## config.mk

```make
export PLATFORM = sky130hd
export DESIGN_NAME = swrs_top
export DESIGN_NICKNAME = d
export VERILOG_FILES = /design/src/swrs_pkg.sv /design/src/swrs_delay.sv /design/src/swrs_top.sv /design/src/swrs_wdt.sv
export SDC_FILE = /design/constraint.sdc
export NUM_CORES = 1
export LEC_CHECK = 0
export BUFFER_PORTS_ARGS = -buffer_cell sky130_fd_sc_hd__buf_2
export CORE_ASPECT_RATIO = 1.2
export CORE_MARGIN = 2
export CORE_UTILIZATION = 53
export CTS_CLUSTER_SIZE = 24
export DETAILED_ROUTE_END_ITERATION = 10
export PLACE_DENSITY_LB_ADDON = 0.25
export SLEW_MARGIN = 5
export SYNTH_ARGS = -nofsm -noshare
export SYNTH_HDL_FRONTEND = slang
export SYNTH_SLANG_ARGS = --single-unit
```

## constraint.sdc

```tcl
create_clock -name clk_i -period 2.8 [get_ports clk_i]
set_clock_uncertainty 0.2 [all_clocks]
set_input_delay 0.84 -clock clk_i [delete_from_list [all_inputs] [get_ports clk_i]]
set_output_delay 0.84 -clock clk_i [all_outputs]
set_load 0.03 [all_outputs]
```

## src/swrs_pkg.sv

```systemverilog
// Constants, types and the register map of the sleep, wake and reset-cause unit.
// Assumes a single 125 MHz clock that keeps running while the core sleeps.
package swrs_pkg;
   localparam int CLK_MHZ = 125;
   localparam int WDT_US = 18000;
   localparam int DRT_POR_US = 18000;
   localparam int DRT_US = 300;
   localparam int WDT_CYC = WDT_US * CLK_MHZ;
   localparam int DRT_POR_CYC = DRT_POR_US * CLK_MHZ;
   localparam int DRT_CYC = DRT_US * CLK_MHZ;
   localparam int CNT_W = 22;

   localparam logic [4:0] A_CTRL = 5'h00;
   localparam logic [4:0] A_STAT = 5'h04;
   localparam logic [4:0] A_SNAP = 5'h08;
   localparam logic [4:0] A_IRQ_ST = 5'h0c;
   localparam logic [4:0] A_IRQ_EN = 5'h10;
   localparam logic [4:0] A_IRQ_CLR = 5'h14;

   localparam int CB_WDT = 0;
   localparam int CB_WAKE = 1;
   localparam int CB_MASTER_CLEAR_N = 2;
   localparam logic [2:0] CTRL_RST = 3'h0;

   localparam int SB_SLEEP = 0;
   localparam int SB_RESET = 1;
   localparam int SB_PD = 3;
   localparam int SB_TO = 4;
   localparam int SB_PW = 7;

   localparam int IB_SLEEP = 0;
   localparam int IB_WAKE = 1;
   localparam int IB_WDT = 2;

   localparam logic [2:0] PIN_MASK_ALL = 3'h7;
   localparam logic [2:0] PIN_MASK_MASTER_CLEAR_N = 3'h3;

   typedef struct packed {
      logic pin_wake_flag;
      logic timeout_flag_n;
      logic powerdown_flag_n;
   } swrs_flags_t;

   localparam swrs_flags_t FLAGS_POR = 3'h3;

   typedef enum logic [2:0] {
      SWRS_RUN = 3'h1,
      SWRS_SLEEP = 3'h2,
      SWRS_RESET = 3'h4
   } swrs_state_t;
endpackage

```

## src/swrs_delay.sv

```systemverilog
// Startup delay timer: busy from reset or restart until the loaded count runs out.
// Assumes the owner keeps the core in reset while busy is high.
`timescale 1ns/1ps
module swrs_delay #(
   parameter int POR_LEN = swrs_pkg::DRT_POR_CYC
) (
   input wire logic clk_i, // Clock.
   input wire logic rst_i, // Synchronous reset, loads the power-up length.
   input wire logic start_i, // Restart with len_i.
   input wire logic [swrs_pkg::CNT_W-1:0] len_i, // Length in cycles.
   output logic busy_o // High while counting.
);
   import swrs_pkg::*;

   logic [CNT_W-1:0] cnt_q;

   always_ff @(posedge clk_i) begin
      if (rst_i) begin
         cnt_q <= CNT_W'(POR_LEN);
         busy_o <= 1'b1;
      end else if (start_i) begin
         cnt_q <= len_i;
         busy_o <= 1'b1;
      end else if (cnt_q != '0) begin
         cnt_q <= cnt_q - 1'b1;
         busy_o <= (cnt_q != CNT_W'(1));
      end else begin
         busy_o <= 1'b0;
      end
   end
endmodule

```

## src/swrs_top.sv

```systemverilog
// Sleep, wake-up and reset-cause sequencer with a Wishbone register slave.
// Assumes the clock runs through sleep; osc_en_o gates the core oscillator outside.
//
// The implementer's own choices: the register offsets and the Wishbone interface to the registers.
`timescale 1ns/1ps
module swrs_top #(
   parameter int WDT_LEN = swrs_pkg::WDT_CYC,
   parameter int DRT_POR_LEN = swrs_pkg::DRT_POR_CYC,
   parameter int DRT_LEN = swrs_pkg::DRT_CYC
) (
   input wire logic clk_i, // Clock, 125 MHz.
   input wire logic rst_i, // Power-up reset, active high.
   input wire logic wb_cyc_i, // Wishbone cycle.
   input wire logic wb_stb_i, // Wishbone strobe.
   input wire logic wb_we_i, // Wishbone write.
   input wire logic [4:0] wb_adr_i, // Byte address.
   input wire logic [3:0] wb_sel_i, // Byte lanes.
   input wire logic [31:0] wb_dat_i, // Write data.
   output logic [31:0] wb_dat_o, // Read data.
   output logic wb_ack_o, // Acknowledge.
   input wire logic sleep_exec_i, // Core executes sleep, pulse.
   input wire logic wdt_clear_i, // Core clears the watchdog, pulse.
   input wire logic port_access_i, // File or bit operation on the port, pulse.
   input wire logic [2:0] port_pins_i, // Pins 3, 1, 0 as bits 2, 1, 0.
   input wire logic master_clear_n_i, // Master-clear pin level.
   output logic core_reset_o, // Holds the core in reset.
   output logic osc_en_o, // Oscillator driver enable.
   output logic io_hold_o, // Port pins keep their state.
   output logic master_clear_oe_o, // Master-clear pin drive enable.
   output swrs_pkg::swrs_flags_t flags_o, // Reset-cause flags.
   output logic irq_o // Interrupt, level.
);
   import swrs_pkg::*;

   swrs_state_t st_q;
   swrs_state_t st_d;
   swrs_flags_t flags_d;
   logic [2:0] ctrl_q;
   logic [2:0] snap_q;
   logic [2:0] irq_st_q;
   logic [2:0] irq_en_q;
   logic por_q;
   logic in_run;
   logic in_sleep;
   logic in_reset;
   logic master_clear_n_low;
   logic pin_chg;
   logic wdt_to;
   logic wdt_run;
   logic wdt_clr;
   logic go_sleep;
   logic wake_master_clear_n;
   logic wake_wdt;
   logic wake_pin;
   logic run_master_clear_n;
   logic run_wdt;
   logic enter_rst;
   logic dly_start;
   logic dly_busy;
   logic leave_rst;
   logic [CNT_W-1:0] dly_len;
   logic [2:0] irq_ev;
   logic bus_req;
   logic bus_wr;

   assign in_run = (st_q == SWRS_RUN);
   assign in_sleep = (st_q == SWRS_SLEEP);
   assign in_reset = (st_q == SWRS_RESET);
   assign master_clear_n_low = ctrl_q[CB_MASTER_CLEAR_N] & ~master_clear_n_i;

   // With master clear enabled, pin 3 is the reset input and takes no part in the compare.
   assign pin_chg = ctrl_q[CB_WAKE] &
      (|((port_pins_i ^ snap_q) & (ctrl_q[CB_MASTER_CLEAR_N] ? PIN_MASK_MASTER_CLEAR_N : PIN_MASK_ALL)));

   // A reset cause wins over a sleep instruction in the same cycle.
   assign go_sleep = in_run & sleep_exec_i & ~master_clear_n_low & ~wdt_to;
   assign run_master_clear_n = in_run & master_clear_n_low;
   assign run_wdt = in_run & wdt_to & ~master_clear_n_low;
   assign wake_master_clear_n = in_sleep & master_clear_n_low;
   assign wake_wdt = in_sleep & wdt_to & ~master_clear_n_low;
   // A change left over from before sleep wakes on the first sleeping cycle.
   assign wake_pin = in_sleep & pin_chg & ~master_clear_n_low & ~wdt_to;
   assign enter_rst = run_master_clear_n | run_wdt | wake_master_clear_n | wake_wdt | wake_pin;

   // The watchdog only counts when software enabled it; reset and wake clear it.
   assign wdt_run = ctrl_q[CB_WDT] & (in_run | in_sleep);
   assign wdt_clr = go_sleep | enter_rst | (in_run & wdt_clear_i);

   swrs_wdt #(
      .PERIOD(WDT_LEN)
   ) u_wdt (
      .clk_i(clk_i),
      .rst_i(rst_i),
      .run_i(wdt_run),
      .clear_i(wdt_clr),
      .timeout_o(wdt_to)
   );

   // Master clear held low keeps restarting the delay, so it counts from the release.
   assign dly_start = enter_rst | (in_reset & master_clear_n_low);
   assign dly_len = por_q ? CNT_W'(DRT_POR_LEN) : CNT_W'(DRT_LEN);

   swrs_delay #(
      .POR_LEN(DRT_POR_LEN)
   ) u_delay (
      .clk_i(clk_i),
      .rst_i(rst_i),
      .start_i(dly_start),
      .len_i(dly_len),
      .busy_o(dly_busy)
   );

   assign leave_rst = in_reset & ~dly_busy & ~dly_start;

   always_comb begin
      st_d = st_q;
      case (st_q)
         SWRS_RUN: begin
            if (enter_rst) begin
               st_d = SWRS_RESET;
            end else if (go_sleep) begin
               st_d = SWRS_SLEEP;
            end
         end
         SWRS_SLEEP: begin
            if (enter_rst) begin
               st_d = SWRS_RESET;
            end
         end
         SWRS_RESET: begin
            if (leave_rst) begin
               st_d = SWRS_RUN;
            end
         end
         default: begin
            st_d = SWRS_RESET;
         end
      endcase
   end

   always_ff @(posedge clk_i) begin
      if (rst_i) begin
         st_q <= SWRS_RESET;
      end else begin
         st_q <= st_d;
      end
   end

   always_ff @(posedge clk_i) begin
      if (rst_i) begin
         por_q <= 1'b1;
      end else if (leave_rst) begin
         por_q <= 1'b0;
      end
   end

   // Flags change only on these events and are written on the edge that enters sleep or reset.
   always_comb begin
      flags_d = flags_o;
      if (go_sleep) begin
         flags_d.timeout_flag_n = 1'b1;
         flags_d.powerdown_flag_n = 1'b0;
      end else if (wake_master_clear_n) begin
         flags_d = 3'h2;
      end else if (wake_wdt) begin
         flags_d = 3'h0;
      end else if (wake_pin) begin
         flags_d = 3'h6;
      end else if (run_wdt) begin
         flags_d.timeout_flag_n = 1'b0;
         flags_d.pin_wake_flag = 1'b0;
      end else if (run_master_clear_n) begin
         flags_d.pin_wake_flag = 1'b0;
      end
   end

   always_ff @(posedge clk_i) begin
      if (rst_i) begin
         flags_o <= FLAGS_POR;
      end else begin
         flags_o <= flags_d;
      end
   end

   always_ff @(posedge clk_i) begin
      if (rst_i) begin
         snap_q <= 3'h0;
      end else if (port_access_i && in_run) begin
         snap_q <= port_pins_i;
      end
   end

   always_ff @(posedge clk_i) begin
      if (rst_i) begin
         core_reset_o <= 1'b1;
         osc_en_o <= 1'b1;
         io_hold_o <= 1'b0;
         master_clear_oe_o <= 1'b0;
      end else begin
         core_reset_o <= (st_d == SWRS_RESET);
         osc_en_o <= (st_d != SWRS_SLEEP);
         io_hold_o <= (st_d == SWRS_SLEEP);
         // A watchdog reset stays inside; the pin is an input only.
         master_clear_oe_o <= 1'b0;
      end
   end

   assign bus_req = wb_cyc_i & wb_stb_i & ~wb_ack_o;
   assign bus_wr = bus_req & wb_we_i & wb_sel_i[0];

   always_ff @(posedge clk_i) begin
      if (rst_i) begin
         ctrl_q <= CTRL_RST;
         irq_en_q <= 3'h0;
      end else if (bus_wr && wb_adr_i == A_CTRL) begin
         ctrl_q <= wb_dat_i[2:0];
      end else if (bus_wr && wb_adr_i == A_IRQ_EN) begin
         irq_en_q <= wb_dat_i[2:0];
      end
   end

   assign irq_ev[IB_SLEEP] = go_sleep;
   assign irq_ev[IB_WAKE] = wake_master_clear_n | wake_wdt | wake_pin;
   assign irq_ev[IB_WDT] = wdt_to;

   // A new event wins over a clear written in the same cycle.
   always_ff @(posedge clk_i) begin
      if (rst_i) begin
         irq_st_q <= 3'h0;
      end else if (bus_wr && wb_adr_i == A_IRQ_CLR) begin
         irq_st_q <= (irq_st_q & ~wb_dat_i[2:0]) | irq_ev;
      end else begin
         irq_st_q <= irq_st_q | irq_ev;
      end
   end

   always_ff @(posedge clk_i) begin
      if (rst_i) begin
         irq_o <= 1'b0;
      end else begin
         irq_o <= |(irq_st_q & irq_en_q);
      end
   end

   always_ff @(posedge clk_i) begin
      if (rst_i) begin
         wb_ack_o <= 1'b0;
         wb_dat_o <= 32'h0;
      end else begin
         wb_ack_o <= bus_req;
         wb_dat_o <= 32'h0;
         if (bus_req && !wb_we_i) begin
            case (wb_adr_i)
               A_CTRL: wb_dat_o[2:0] <= ctrl_q;
               A_STAT: begin
                  wb_dat_o[SB_SLEEP] <= in_sleep;
                  wb_dat_o[SB_RESET] <= in_reset;
                  wb_dat_o[SB_PD] <= flags_o.powerdown_flag_n;
                  wb_dat_o[SB_TO] <= flags_o.timeout_flag_n;
                  wb_dat_o[SB_PW] <= flags_o.pin_wake_flag;
               end
               A_SNAP: wb_dat_o[2:0] <= snap_q;
               A_IRQ_ST: wb_dat_o[2:0] <= irq_st_q;
               A_IRQ_EN: wb_dat_o[2:0] <= irq_en_q;
               default: wb_dat_o <= 32'h0;
            endcase
         end
      end
   end

   sleep_entry_a: assert property (@(posedge clk_i) disable iff (rst_i)
      go_sleep |=> in_sleep && io_hold_o && !core_reset_o)
      else $error("sleep not entered");
   sleep_flags_a: assert property (@(posedge clk_i) disable iff (rst_i)
      go_sleep |=> flags_o.timeout_flag_n && !flags_o.powerdown_flag_n && !osc_en_o)
      else $error("sleep entry flags wrong");
   wdt_cleared_a: assert property (@(posedge clk_i) disable iff (rst_i)
      go_sleep |=> u_wdt.watchdog_counter_q == '0)
      else $error("watchdog not cleared on sleep");
   hold_steady_a: assert property (@(posedge clk_i) disable iff (rst_i)
      in_sleep |-> io_hold_o)
      else $error("pins not held in sleep");
   por_flags_a: assert property (@(posedge clk_i) disable iff (rst_i)
      $past(rst_i) |-> flags_o == FLAGS_POR)
      else $error("power-up flags wrong");
   run_wdt_a: assert property (@(posedge clk_i) disable iff (rst_i)
      run_wdt |=> !flags_o.timeout_flag_n && !flags_o.pin_wake_flag
         && flags_o.powerdown_flag_n == $past(flags_o.powerdown_flag_n) && core_reset_o)
      else $error("watchdog reset flags wrong");
   run_master_clear_n_a: assert property (@(posedge clk_i) disable iff (rst_i)
      run_master_clear_n |=> flags_o == {1'b0, $past(flags_o[1:0])})
      else $error("master clear flags wrong");
   wake_master_clear_n_a: assert property (@(posedge clk_i) disable iff (rst_i)
      wake_master_clear_n |=> flags_o == 3'h2 && core_reset_o)
      else $error("master clear wake flags wrong");
   wake_wdt_a: assert property (@(posedge clk_i) disable iff (rst_i)
      wake_wdt |=> flags_o == 3'h0 && core_reset_o)
      else $error("watchdog wake flags wrong");
   wake_pin_a: assert property (@(posedge clk_i) disable iff (rst_i)
      wake_pin |=> flags_o == 3'h6 && core_reset_o ##1 in_reset)
      else $error("pin wake flags wrong");
   flags_hold_a: assert property (@(posedge clk_i) disable iff (rst_i)
      !go_sleep && !enter_rst |=> $stable(flags_o))
      else $error("flags changed without cause");
   delay_hold_a: assert property (@(posedge clk_i) disable iff (rst_i)
      enter_rst |=> core_reset_o [*2])
      else $error("reset released too early");
endmodule

```

## src/swrs_wdt.sv

```systemverilog
// Watchdog counter that runs while enabled and pulses on time-out.
// Assumes clear and run come from the owning sequencer.
`timescale 1ns/1ps
module swrs_wdt #(
   parameter int PERIOD = swrs_pkg::WDT_CYC
) (
   input wire logic clk_i, // Clock.
   input wire logic rst_i, // Synchronous reset.
   input wire logic run_i, // Count enable.
   input wire logic clear_i, // Clear the count.
   output logic timeout_o // One-cycle time-out pulse.
);
   import swrs_pkg::*;

   logic [CNT_W-1:0] watchdog_counter_q;

   always_ff @(posedge clk_i) begin
      if (rst_i || clear_i || !run_i) begin
         watchdog_counter_q <= '0;
         timeout_o <= 1'b0;
      end else if (watchdog_counter_q >= CNT_W'(PERIOD - 1)) begin
         watchdog_counter_q <= '0;
         timeout_o <= 1'b1;
      end else begin
         watchdog_counter_q <= watchdog_counter_q + 1'b1;
         timeout_o <= 1'b0;
      end
   end
endmodule
```

==> results of run 1 <==
## stage by stage
stage / instance area (sq um) / setup slack, ns / utilization
6_report: 4228 / 0.3236 / 0.6131
5_1_grt: 4228 / 0.1108 / 0.6131
4_1_cts: 4228 / 0.2878 / 0.6131
3_5_place_dp: 4028 / 0.007338 / 0.5841
3_3_place_gp: 4028 / 0.06776 / 0.5841
2_1_floorplan: 3902 / 0.3707 / -
## where the power goes
part / switching, uW / internal [uW] / leakage [uW]
Combinational: 123 / 67.6 / 0.000808
Sequential: 27.6 / 1100 / 0.000614
Clock: 422 / 416 / 0.0000958
Total: 573 / 1580 / 0.00152
## Yosys cell counts, types with 7 or more instances
cell | n | area (sq um)
sky130_fd_sc_hd__inv_1 | 7 | 26.28
sky130_fd_sc_hd__nor4_1 | 9 | 56.30
sky130_fd_sc_hd__buf_4 | 27 | 202.7
sky130_fd_sc_hd__mux2i_1 | 11 | 110.1
sky130_fd_sc_hd__a21oi_1 | 18 | 90.09
sky130_fd_sc_hd__nand4_1 | 8 | 50.05
sky130_fd_sc_hd__nand2_1 | 30 | 112.6
sky130_fd_sc_hd__clkbuf_1 | 8 | 30.03
sky130_fd_sc_hd__and2_1 | 7 | 43.79
sky130_fd_sc_hd__nor2_1 | 37 | 138.9
sky130_fd_sc_hd__xnor2_1 | 23 | 201.4
sky130_fd_sc_hd__nor3_1 | 36 | 180.2
sky130_fd_sc_hd__nand3_1 | 16 | 80.08
sky130_fd_sc_hd__dfxtp_1 | 76 | 1521
sky130_fd_sc_hd__xor2_1 | 18 | 157.7
## worst max-delay path, stage by stage (launching register included)
cell	delay (ns)
sky130_fd_sc_hd__dfxtp_1	0.38
sky130_fd_sc_hd__ha_1	0.19
sky130_fd_sc_hd__and3_1	0.29
sky130_fd_sc_hd__nor3_1	0.09
sky130_fd_sc_hd__nor4_1	0.29
sky130_fd_sc_hd__o31a_1	0.73
sky130_fd_sc_hd__and3_1	0.26
## worst max path at each step
stage                                 from  cells after the start  slack (ns)                      endpoint
2_1_floorplan             master_clear_n_i                      6        0.37  u_wdt.watchdog_counter_q[10]
5_1_grt        u_wdt.watchdog_counter_q[0]                      6        0.11  u_wdt.watchdog_counter_q[15]
4_1_cts        u_wdt.watchdog_counter_q[0]                      6        0.29               u_wdt.timeout_o
6_report       u_wdt.watchdog_counter_q[0]                      6        0.32               u_wdt.timeout_o
3_3_place_gp              master_clear_n_i                      6        0.07                  core_reset_o
3_5_place_dp              master_clear_n_i                      6       0.007                  core_reset_o
## kinds of logic (layout without fill, tap and decap cells)
logic type / after synthesis / in the layout / share of synthesized area
AND/OR/NAND/NOR: 194 / 194 / 0.2746
multiplexers: 14 / 14 / 0.03782
adder cells (fa/ha/maj): 3 / 3 / 0.009866
flip-flops: 76 / 76 / 0.3999
AO/OA/AOI/OAI: 61 / 61 / 0.1115
XOR/XNOR: 41 / 41 / 0.09438
other: 1 / 27 / 0.0009856
buffers and inverters: 45 / 69 / 0.07103
## sequential cells by signal, indices dropped and copies added (netlist names)
register                  cells
wb_dat_o                      6
io_hold_o                     1
st_q                          3
por_q                         1
osc_en_o                      1
irq_en_q                      3
snap_q                        3
u_delay.busy_o                1
wb_ack_o                      1
core_reset_o                  1
irq_st_q                      3
u_wdt.timeout_o               1
irq_o                         1
u_wdt.watchdog_counter_q     22
ctrl_q                        3
u_delay.cnt_q                22
flags_o                       3
## metal layers
layer,global-route usage,vias to the layer above
li1,-,1596
met1,0.2592,1493
met2,0.3625,98
met3,0.03265,17
met4,0.09518,0
met5,0,-
## layout make-up
class	count	area [sq um]
fillers	597	2668
multi-input cells	340	2111
flip-flops and latches	76	1521
repair buffers	46	260.3
clock buffers	9	123.9
well taps	87	108.9
clock inverters	7	76.32
inverters	7	26.28
==> results by group, run 1 <==
Timing
  – Max Fclk: 403.8 MHz
  – Setup repair after global routing missed its margin: no
  – Final hold violation count: 0
  – Final-layout worst hold slack: 0.2905 ns
  – Setup violations, final: 0
  – Clock period minus worst slack: 2.476 ns
  – Crit share post-route: 0.8844
  – Slew Limit Headroom: 0.4272
  – Final count of pins violating max slew: 0
  – Fin Setup TNS: 0 ns
  – Least-Margin Pin Slew: 0.8592 ns

Synthesis
  – Mean post-synth cell area: 8.747 sq um
  – Register area share after synthesis: 0.3999
  – Synthesized instance count: 435
  – Count of different cell masters after synthesis: 58
  – #FFs+latches synth: 76
  – Number of enable-type register cells in the synthesized netlist: 0
  – Area of the mapped netlist: 0.003805 sq mm
  – Async set or reset register ratio after synthesis: 0
  – Total of warnings raised by yosys: 0
  – Most used flip-flop cell after synthesis: sky130_fd_sc_hd__dfxtp_1

Route
  – Per-cell via count in the routed design: 5.601
  – M1 wire length: 3520 um
  – Number of vias after detailed routing: 3204
  – Post-Route WL: 7869 um
  – DRT antenna net count: 0
  – DRC viols: 0
  – Router iterations before antenna repair: 4
  – Met2 Routed Length: 3811 um
  – Routed wl met3: 341 um
  – Routed WL per cell: 13.76 um
  – Uppermost metal layer occupied by signal nets: met4
  – Number of design-rule violations left by the first detailed-router iteration: 124

Floorplan
  – Number of ports placed on the die boundary: 94
  – CORE AREA: 0.006895 sq mm
  – DIE HEIGHT: 96.82 um
  – Effective utilization at floorplan: 0.5518
  – Area enclosed by the die boundary: 0.007875 sq mm
  – Floorplan row count: 33
  – Die span in x: 81.35 um

Worst setup path
  – R2R Path End: u_wdt.timeout_o
  – Critical path arrival: 2.56 ns
  – CP required: 2.88 ns
  – Crit Path Category: reg -> reg
  – Startpoint Class: register
  – Worst R2R Path Depth: 6
  – Register-to-Register Setup Slack: 0.32 ns
  – Largest fanout on the critical path: 23
  – Launch instance of the worst register-to-register path: u_wdt.watchdog_counter_q[0]
  – CP Capture Type: register

Clock tree
  – CTS hold repair buffers: 0
  – CTS H-tree depth: 3
  – Clock tree from TritonCTS: yes
  – CTS Buffer Depth: 2
  – Clk sinks: 76
  – Clock latency at the later pin of the worst-skew pair: 0.34 ns
  – Number of buffers created by CTS: 9
  – Root Driver: sky130_fd_sc_hd__clkbuf_8
  – Reg clk slew, reported paths: 0.08 ns
  – Count of cells resized by post-cts repair: 0
  – Post-CTS setup buffers: 0

Layout
  – Most frequent cells in the layout: sky130_fd_sc_hd__dfxtp_1 (76), sky130_fd_sc_hd__nor2_1 (37), sky130_fd_sc_hd__nor3_1 (36)
  – Share of layout cells above drive strength 1: 0.1608
  – Final instance count without filler cells: 572
  – Number of diodes: 0
  – Most frequent standard cell in the layout excluding fill and tap cells: sky130_fd_sc_hd__dfxtp_1
  – Synth-to-Final Area Change: 11.11%
  – Post-layout nets: 536

Global route
  – Total congestion overflow: 0
  – Maximum number of pins on one net before global-route repair: 30
  – Vias in the first global route: 3084
  – Overall fraction of global-route tracks in use: 0.2135
  – Number of antenna violations at the first check in global routing: 0
  – Global-route wire length before repair: 13590 um

Hold path
  – Worst Min Path Start: irq_st_q[1]
  – Hold Crit Endpoint: irq_st_q[1]
  – Min-Delay Path Depth: 2
  – Worst hold-check path type: reg -> reg

Power and ir drop
  – Power density normalized to cell area: 510.4 mW/mm^2
  – Worst ir drop on vdd: 0.2853 mV
  – Leakage power summed over all cells: 0.001518 uW
  – Overall power of the completed layout: 2158 uW

Placement
  – Number of placed instances, taps included: 556
  – Routability cong.: 0.8831
  – Detailed Place HPWL: 5774 um
  – Buffers added on ports: 34

Run status
  – Run status: completed

Job
  – Reported max-cap violation count: 0
(Power assumes the default switching activity.)
==> run 2, diff against run 1 <==
clock period = 2.7 ns   (was 2.8 ns; I/O delays follow)
==> run 2 against run 1 <==
Effect of this change: non-clock buffer count up 1; routed wire length down 1.3%; utilization down 0.25 points; register-to-register slack worse by 0.12 ns; sequential share of layout area up 0.15 points; cell count up 0.17%; critical endpoint unchanged.
==> results by group, run 2 (synthesized netlist as in run 1, its figures left out) <==
Clock tree
  – Clock tree from TritonCTS: yes
  – CTS hold repair buffers: 0 (unchanged)
  – Root Driver: sky130_fd_sc_hd__clkbuf_8
  – CTS H-tree depth: 3 (unchanged)
  – Post-CTS setup buffers: 0 (unchanged)
  – Reg clk slew, reported paths: 0.08 ns (about the same)
  – Clk sinks: 76 (unchanged)
  – Number of buffers created by CTS: 9 (unchanged)
  – Count of cells resized by post-cts repair: 0 (unchanged)
  – Clock latency at the later pin of the worst-skew pair: 0.35 ns (about the same)
  – CTS Buffer Depth: 2 (unchanged)

Hold path
  – Min-Delay Path Depth: 1 (-1)
  – Worst hold-check path type: reg -> reg
  – Worst Min Path Start: flags_o[1]
  – Hold Crit Endpoint: flags_o[1]

Job
  – Reported max-cap violation count: 0 (unchanged)

Route
  – Post-Route WL: 7767 um (-1.3%)
  – DRT antenna net count: 0 (unchanged)
  – Routed WL per cell: 13.55 um (-1.5%)
  – Router iterations before antenna repair: 4 (unchanged)
  – Number of design-rule violations left by the first detailed-router iteration: 146 (+18%)
  – Number of vias after detailed routing: 3177 (-0.84%)
  – DRC viols: 0 (unchanged)
  – Per-cell via count in the routed design: 5.545 (-1.0%)

Global route
  – Overall fraction of global-route tracks in use: 0.2091 (-0.004395)
  – Number of antenna violations at the first check in global routing: 0 (unchanged)
  – Vias in the first global route: 2977 (-3.5%)
  – Global-route wire length before repair: 13240 um (-2.5%)
  – Total congestion overflow: 0 (unchanged)
  – Maximum number of pins on one net before global-route repair: 30 (unchanged)

Layout
  – Multi-input combinational cell area: 0.002111 sq mm (unchanged)
  – Number of diodes: 0 (unchanged)
  – Fill cell count: 627 (+5.0%)
  – Post-layout nets: 537 (+0.19%)
  – Synth-to-Final Area Change: 10.65%
  – Most frequent cells in the layout: sky130_fd_sc_hd__dfxtp_1 (76), sky130_fd_sc_hd__nor2_1 (37), sky130_fd_sc_hd__nor3_1 (36)
  – Most frequent standard cell in the layout excluding fill and tap cells: sky130_fd_sc_hd__dfxtp_1
  – Combined flip-flop and latch cell area: 0.001521 sq mm (unchanged)
  – Top flop regs: u_delay.cnt_q: 22 flops, u_wdt.watchdog_counter_q: 22 flops, wb_dat_o: 6 flops
  – Share of layout cells above drive strength 1: 0.1626 (+0.001727)

Timing
  – Max Fclk: 401.2 MHz (-0.64%)
  – Final-layout worst hold slack: 0.2819 ns (-0.008619 ns)
  – Clock period minus worst slack: 2.492 ns (+0.01599 ns)
  – Crit share post-route: 0.9231 (+0.03868)
  – Fin Setup TNS: 0 ns (unchanged)
  – Final hold violation count: 0 (unchanged)
  – Slew Limit Headroom: 0.4228 (-0.004368)
  – Setup violations, final: 0 (unchanged)
  – Final count of pins violating max slew: 0 (unchanged)
  – Setup repair after global routing missed its margin: no
  – Least-Margin Pin Slew: 0.8658 ns (+0.006552 ns)

Power and ir drop
  – Power density normalized to cell area: 511.4 mW/mm^2 (+0.21%)
  – Leakage power summed over all cells: 0.001513 uW (-0.34%)
  – Share of total power in sequential cells: 0.544 (+0.021)
  – Int Pwr: 1553 uW (-2.0%)
  – Net switching power: 600.2 uW (+4.8%)
  – Proportion of power drawn by combinational gates: 0.095 (+0.007)
  – Sw Ratio: 0.2788 (+0.01326)
  – Clock share of power: 0.362 (-0.026)
  – Worst ir drop on vdd: 0.3312 mV (+16%)

Worst setup path
  – R2R Path End: u_wdt.timeout_o
  – Largest fanout on the critical path: 23 (unchanged)
  – Crit Path Category: reg -> reg
  – Startpoint Class: register
  – Critical path arrival: 2.58 ns (+0.02 ns)
  – Worst setup path start: u_wdt.watchdog_counter_q[0]
  – Register-to-Register Setup Slack: 0.21 ns (-0.12 ns)
  – Launch instance of the worst register-to-register path: u_wdt.watchdog_counter_q[0]
  – CP required: 2.79 ns (-0.09 ns)
  – Worst R2R Path Depth: 6 (unchanged)
  – CP Capture Type: register

Floorplan
  – Area enclosed by the die boundary: 0.007875 sq mm (unchanged)
  – Die span in x: 81.35 um (unchanged)
  – DIE HEIGHT: 96.82 um (unchanged)
  – CORE AREA: 0.006895 sq mm (unchanged)
  – Number of ports placed on the die boundary: 94 (unchanged)
  – Effective utilization at floorplan: 0.5518 (unchanged)
  – Floorplan row count: 33 (unchanged)

Placement
  – Buffers added on ports: 34 (unchanged)
  – Detailed Place HPWL: 5737 um (-0.64%)
  – Routability cong.: 0.9423 (+6.7%)

Run status
  – Run status: completed
-- run 2: cell count changes in the layout (fill, tap and decap cells not counted), sizes merged --
cell    before  now
buf         46   47
bufinv       1    0
inv          8    9
-- run 2: power groups by stage --
| stage | Combinational (uW) | Sequential (uW) | Clock [uW] |
|---|---|---|---|
| after global routing | 221 | 1170 | 840 |
| after floorplan | 178 | 1190 | 0 |
| after global placement | 198 | 1200 | 0 |
| after CTS | 204 | 1170 | 800 |
| final | 204 | 1170 | 779 |
| after detailed placement | 203 | 1200 | 0 |
-- run 2: metrics by stage --
| step | power (uW) | instance area (sq um) | std cells | util | setup slack (ns) |
|---|---|---|---|---|---|
| 5_1_grt | 2235 | 4210 | 573 | 0.6106 | 0.001300 |
| 2_1_floorplan | 1370 | 3902 | 461 | - | 0.3007 |
| 6_report | 2153 | 4210 | 573 | 0.6106 | 0.2076 |
| 3_3_place_gp | 1394 | 4035 | 557 | 0.5852 | 0.03013 |
| 3_5_place_dp | 1399 | 4035 | 557 | 0.5852 | 0.01723 |
| 4_1_cts | 2174 | 4210 | 573 | 0.6106 | 0.1982 |
-- run 2: routing by layer --
metal | track usage | share of wire | wire length (um)
met5 | 0 | 0 | 0
met4 | 0.1095 | 0.027 | 212
met3 | 0.02799 | 0.045 | 350
met2 | 0.3373 | 0.49 | 3775
met1 | 0.2657 | 0.44 | 3428
-- run 2: worst max path at each step --
stage | endpoint | slack, ns | depth (start not counted)
floorplan | u_wdt.watchdog_counter_q[10] | 0.30 | 6
global placement | u_wdt.watchdog_counter_q[16] | 0.03 | 8
detailed placement | u_wdt.watchdog_counter_q[4] | 0.02 | 8
CTS | u_wdt.timeout_o | 0.20 | 6
global route | u_wdt.timeout_o | 0.001 | 6
finish | u_wdt.timeout_o | 0.21 | 6
-- run 2: worst max-delay path: stages, from the launching register on --
cell and delay, ns:
sky130_fd_sc_hd__dfxtp_1 0.38, sky130_fd_sc_hd__ha_1 0.20, sky130_fd_sc_hd__and3_1 0.29, sky130_fd_sc_hd__nor3_1 0.09
sky130_fd_sc_hd__nor4_1 0.29, sky130_fd_sc_hd__o31a_1 0.74, sky130_fd_sc_hd__and3_1 0.26
-- run 2: layout make-up --
cell class / instances / area share
Sequential cell: 76 / 0.3614
Timing Repair Buffer: 47 / 0.06360
Clock buffer: 9 / 0.02942
Multi-Input combinational cell: 340 / 0.5013
Inverter: 7 / 0.006241
Tap cell: 87 / 0.02585
Clock inverter: 7 / 0.01218
==> run 3, diff against run 2 <==
CORE_UTILIZATION = 55   (was 53)
CTS_BUF_LIST = sky130_fd_sc_hd__clkbuf_8   (was unset)
==> run 3 against run 2 <==
Effect of this change: sequential power barely moved; combinational power about the same; die area shrank 3.5%; cell count is 0.35% higher; first-iteration DRC count is 12% lower; maximum frequency up 2.0%; via count rose by 0.63%; critical path depth unchanged.
==> results by group, run 3 (synthesized netlist as in run 1, its figures left out) <==
Run status
  – Run status: completed

Floorplan
  – Die span in x: 79.93 um (-1.7%)
  – Floorplan row count: 33 (unchanged)
  – DIE HEIGHT: 95.11 um (-1.8%)
  – CORE AREA: 0.006771 sq mm (-1.8%)
  – Number of ports placed on the die boundary: 94 (unchanged)
  – Area enclosed by the die boundary: 0.007602 sq mm (-3.5%)
  – Effective utilization at floorplan: 0.5619 (+0.01009)

Clock tree
  – CTS hold repair buffers: 0 (unchanged)
  – Clock latency at the later pin of the worst-skew pair: 0.34 ns (about the same)
  – Count of cells resized by post-cts repair: 0 (unchanged)
  – CTS H-tree depth: 3 (unchanged)
  – Post-CTS setup buffers: 0 (unchanged)
  – Number of buffers created by CTS: 9 (unchanged)
  – Root Driver: sky130_fd_sc_hd__clkbuf_8
  – Reg clk slew, reported paths: 0.07 ns (about the same)
  – CTS Buffer Depth: 2 (unchanged)
  – Clock tree from TritonCTS: yes
  – Clk sinks: 76 (unchanged)

Hold path
  – Worst hold-check path type: reg -> reg
  – Worst Min Path Start: flags_o[2]
  – Min-Delay Path Depth: 2 (+1)

Placement
  – Instance area after placement: 0.004058 sq mm (+0.56%)
  – Detailed Place HPWL: 5967 um (+4.0%)
  – Setup WS pre-CTS: -0.04553 ns (-0.06275 ns)
  – Routability cong.: 0.8988 (-4.6%)
  – Number of placed instances, taps included: 560 (+0.54%)
  – Buffers added on ports: 34 (unchanged)

Worst setup path
  – Register-to-Register Setup Slack: 0.35 ns (+0.14 ns)
  – Critical path arrival: 2.47 ns (-0.11 ns)
  – CP required: 2.73 ns (-0.06 ns)
  – Crit path max-delay cell type: sky130_fd_sc_hd__a211oi_1
  – Worst R2R Path Depth: 7 (+1)
  – Crit Path Category: in -> reg
  – Worst setup path start: master_clear_n_i
  – Launch instance of the worst register-to-register path: u_delay.cnt_q[0]
  – Startpoint Class: input pin
  – List of cells traversed by the critical path: buf_2, nand2b_1, and4_1, a211oi_1, o21ai_0, o21bai_1
  – Crit path capture: st_q[2]
  – Largest fanout on the critical path: 6 (-74%)
  – Stage delay of the slowest cell on the critical path: 0.50 ns (-0.24 ns)
  – CP Capture Type: register
  – R2R Path End: u_delay.cnt_q[18]

Global route
  – Maximum number of pins on one net before global-route repair: 23 (-23%)
  – Total congestion overflow: 0 (unchanged)
  – Vias in the first global route: 3025 (+1.6%)
  – Global-route wire length before repair: 13620 um (+2.9%)
  – Overall fraction of global-route tracks in use: 0.2272 (+0.01810)
  – Number of antenna violations at the first check in global routing: 0 (unchanged)

Route
  – DRT antenna net count: 0 (unchanged)
  – DRC viols: 0 (unchanged)
  – Routed WL per cell: 13.87 um (+2.3%)
  – Router iterations before antenna repair: 4 (unchanged)
  – Post-Route WL: 7974 um (+2.7%)
  – Per-cell via count in the routed design: 5.560 (+0.28%)
  – Number of vias after detailed routing: 3197 (+0.63%)
  – Number of design-rule violations left by the first detailed-router iteration: 128 (-12%)

Timing
  – Final count of pins violating max slew: 0 (unchanged)
  – Least-Margin Pin Slew: 0.6927 ns (-0.1730 ns)
  – Fin Setup TNS: 0 ns (unchanged)
  – Setup repair after global routing missed its margin: no
  – Crit share post-route: 0.9046 (-0.01846)
  – Final hold violation count: 0 (unchanged)
  – Slew Limit Headroom: 0.5372 (+0.1144)
  – Setup violations, final: 0 (unchanged)
  – Max Fclk: 409.4 MHz (+2.0%)
  – Minimum setup slack in the final design: 0.2575 ns (+0.04985 ns)
  – Clock period minus worst slack: 2.443 ns (-0.04985 ns)

Layout
  – Number of diodes: 0 (unchanged)
  – Share of layout cells above drive strength 1: 0.1639 (+0.001383)
  – Most frequent standard cell in the layout excluding fill and tap cells: sky130_fd_sc_hd__dfxtp_1
  – Synth-to-Final Area Change: 12.04%
  – Final Core Density: 0.6295 (+0.01893)
  – Final Cell Area: 0.004263 sq mm (+1.2%)
  – Final instance count without filler cells: 575 (+0.35%)
  – Top flop regs: u_delay.cnt_q: 22 flops, u_wdt.watchdog_counter_q: 22 flops, wb_dat_o: 6 flops
  – Post-layout nets: 540 (+0.56%)
  – Most frequent cells in the layout: sky130_fd_sc_hd__dfxtp_1 (76), sky130_fd_sc_hd__nor2_1 (37), sky130_fd_sc_hd__nor3_1 (36)

Power and ir drop
  – Leakage power summed over all cells: 0.001549 uW (+2.4%)
  – Power density normalized to cell area: 534.9 mW/mm^2 (+4.6%)
  – Worst ir drop on vdd: 0.4217 mV (+27%)

Job
  – Reported max-cap violation count: 0 (unchanged)
run 3: area by class of cell:
cell class / instances / area [sq um]
Inverter: 7 / 26.28
Clock inverter: 6 / 81.33
Multi-Input combinational cell: 340 / 2111
Sequential cell: 76 / 1521
Clock buffer: 9 / 123.9
Timing Repair Buffer: 50 / 290.3
Tap cell: 87 / 108.9
Fill cell: 610 / 2509
run 3: critical path: cells and delay by family:
kind	cells	cell delay, ns
AOI/OAI and AO/OA	3	1.14
and+or+nand+nor	2	0.43
buffers and inverters	1	0.11
run 3: report_power, final:
group          leakage (uW)  internal, uW  switching (uW)  total [uW]
Clock              0.000106           509             397         906
Sequential         0.000614          1140            29.1        1170
Combinational      0.000828          74.0             129         203
run 3: per-stage QoR:
step	hold slack (ns)	power (uW)
5_1_grt	0.3040	2378
2_1_floorplan	0.2453	1370
6_report	0.2872	2280
4_1_cts	0.2889	2310
3_3_place_gp	0.2635	1393
3_5_place_dp	0.2777	1399
run 3: metal layers:
layer / up-vias / wire (um) / track usage
met2: 89 / 3981 / 0.4063
met4: 0 / 155 / 0.1144
met5: - / 0 / 0
met1: 1497 / 3494 / 0.2644
met3: 14 / 343 / 0.02936
li1: 1597 / - / -
run 3: worst min-delay path by stage:
| stage | to |
|---|---|
| after floorplan | irq_st_q[1] |
| after global placement | wb_dat_o[7] |
| after detailed placement | u_wdt.watchdog_counter_q[0] |
| after CTS | u_wdt.watchdog_counter_q[0] |
| after global routing | flags_o[2] |
| final | flags_o[2] |
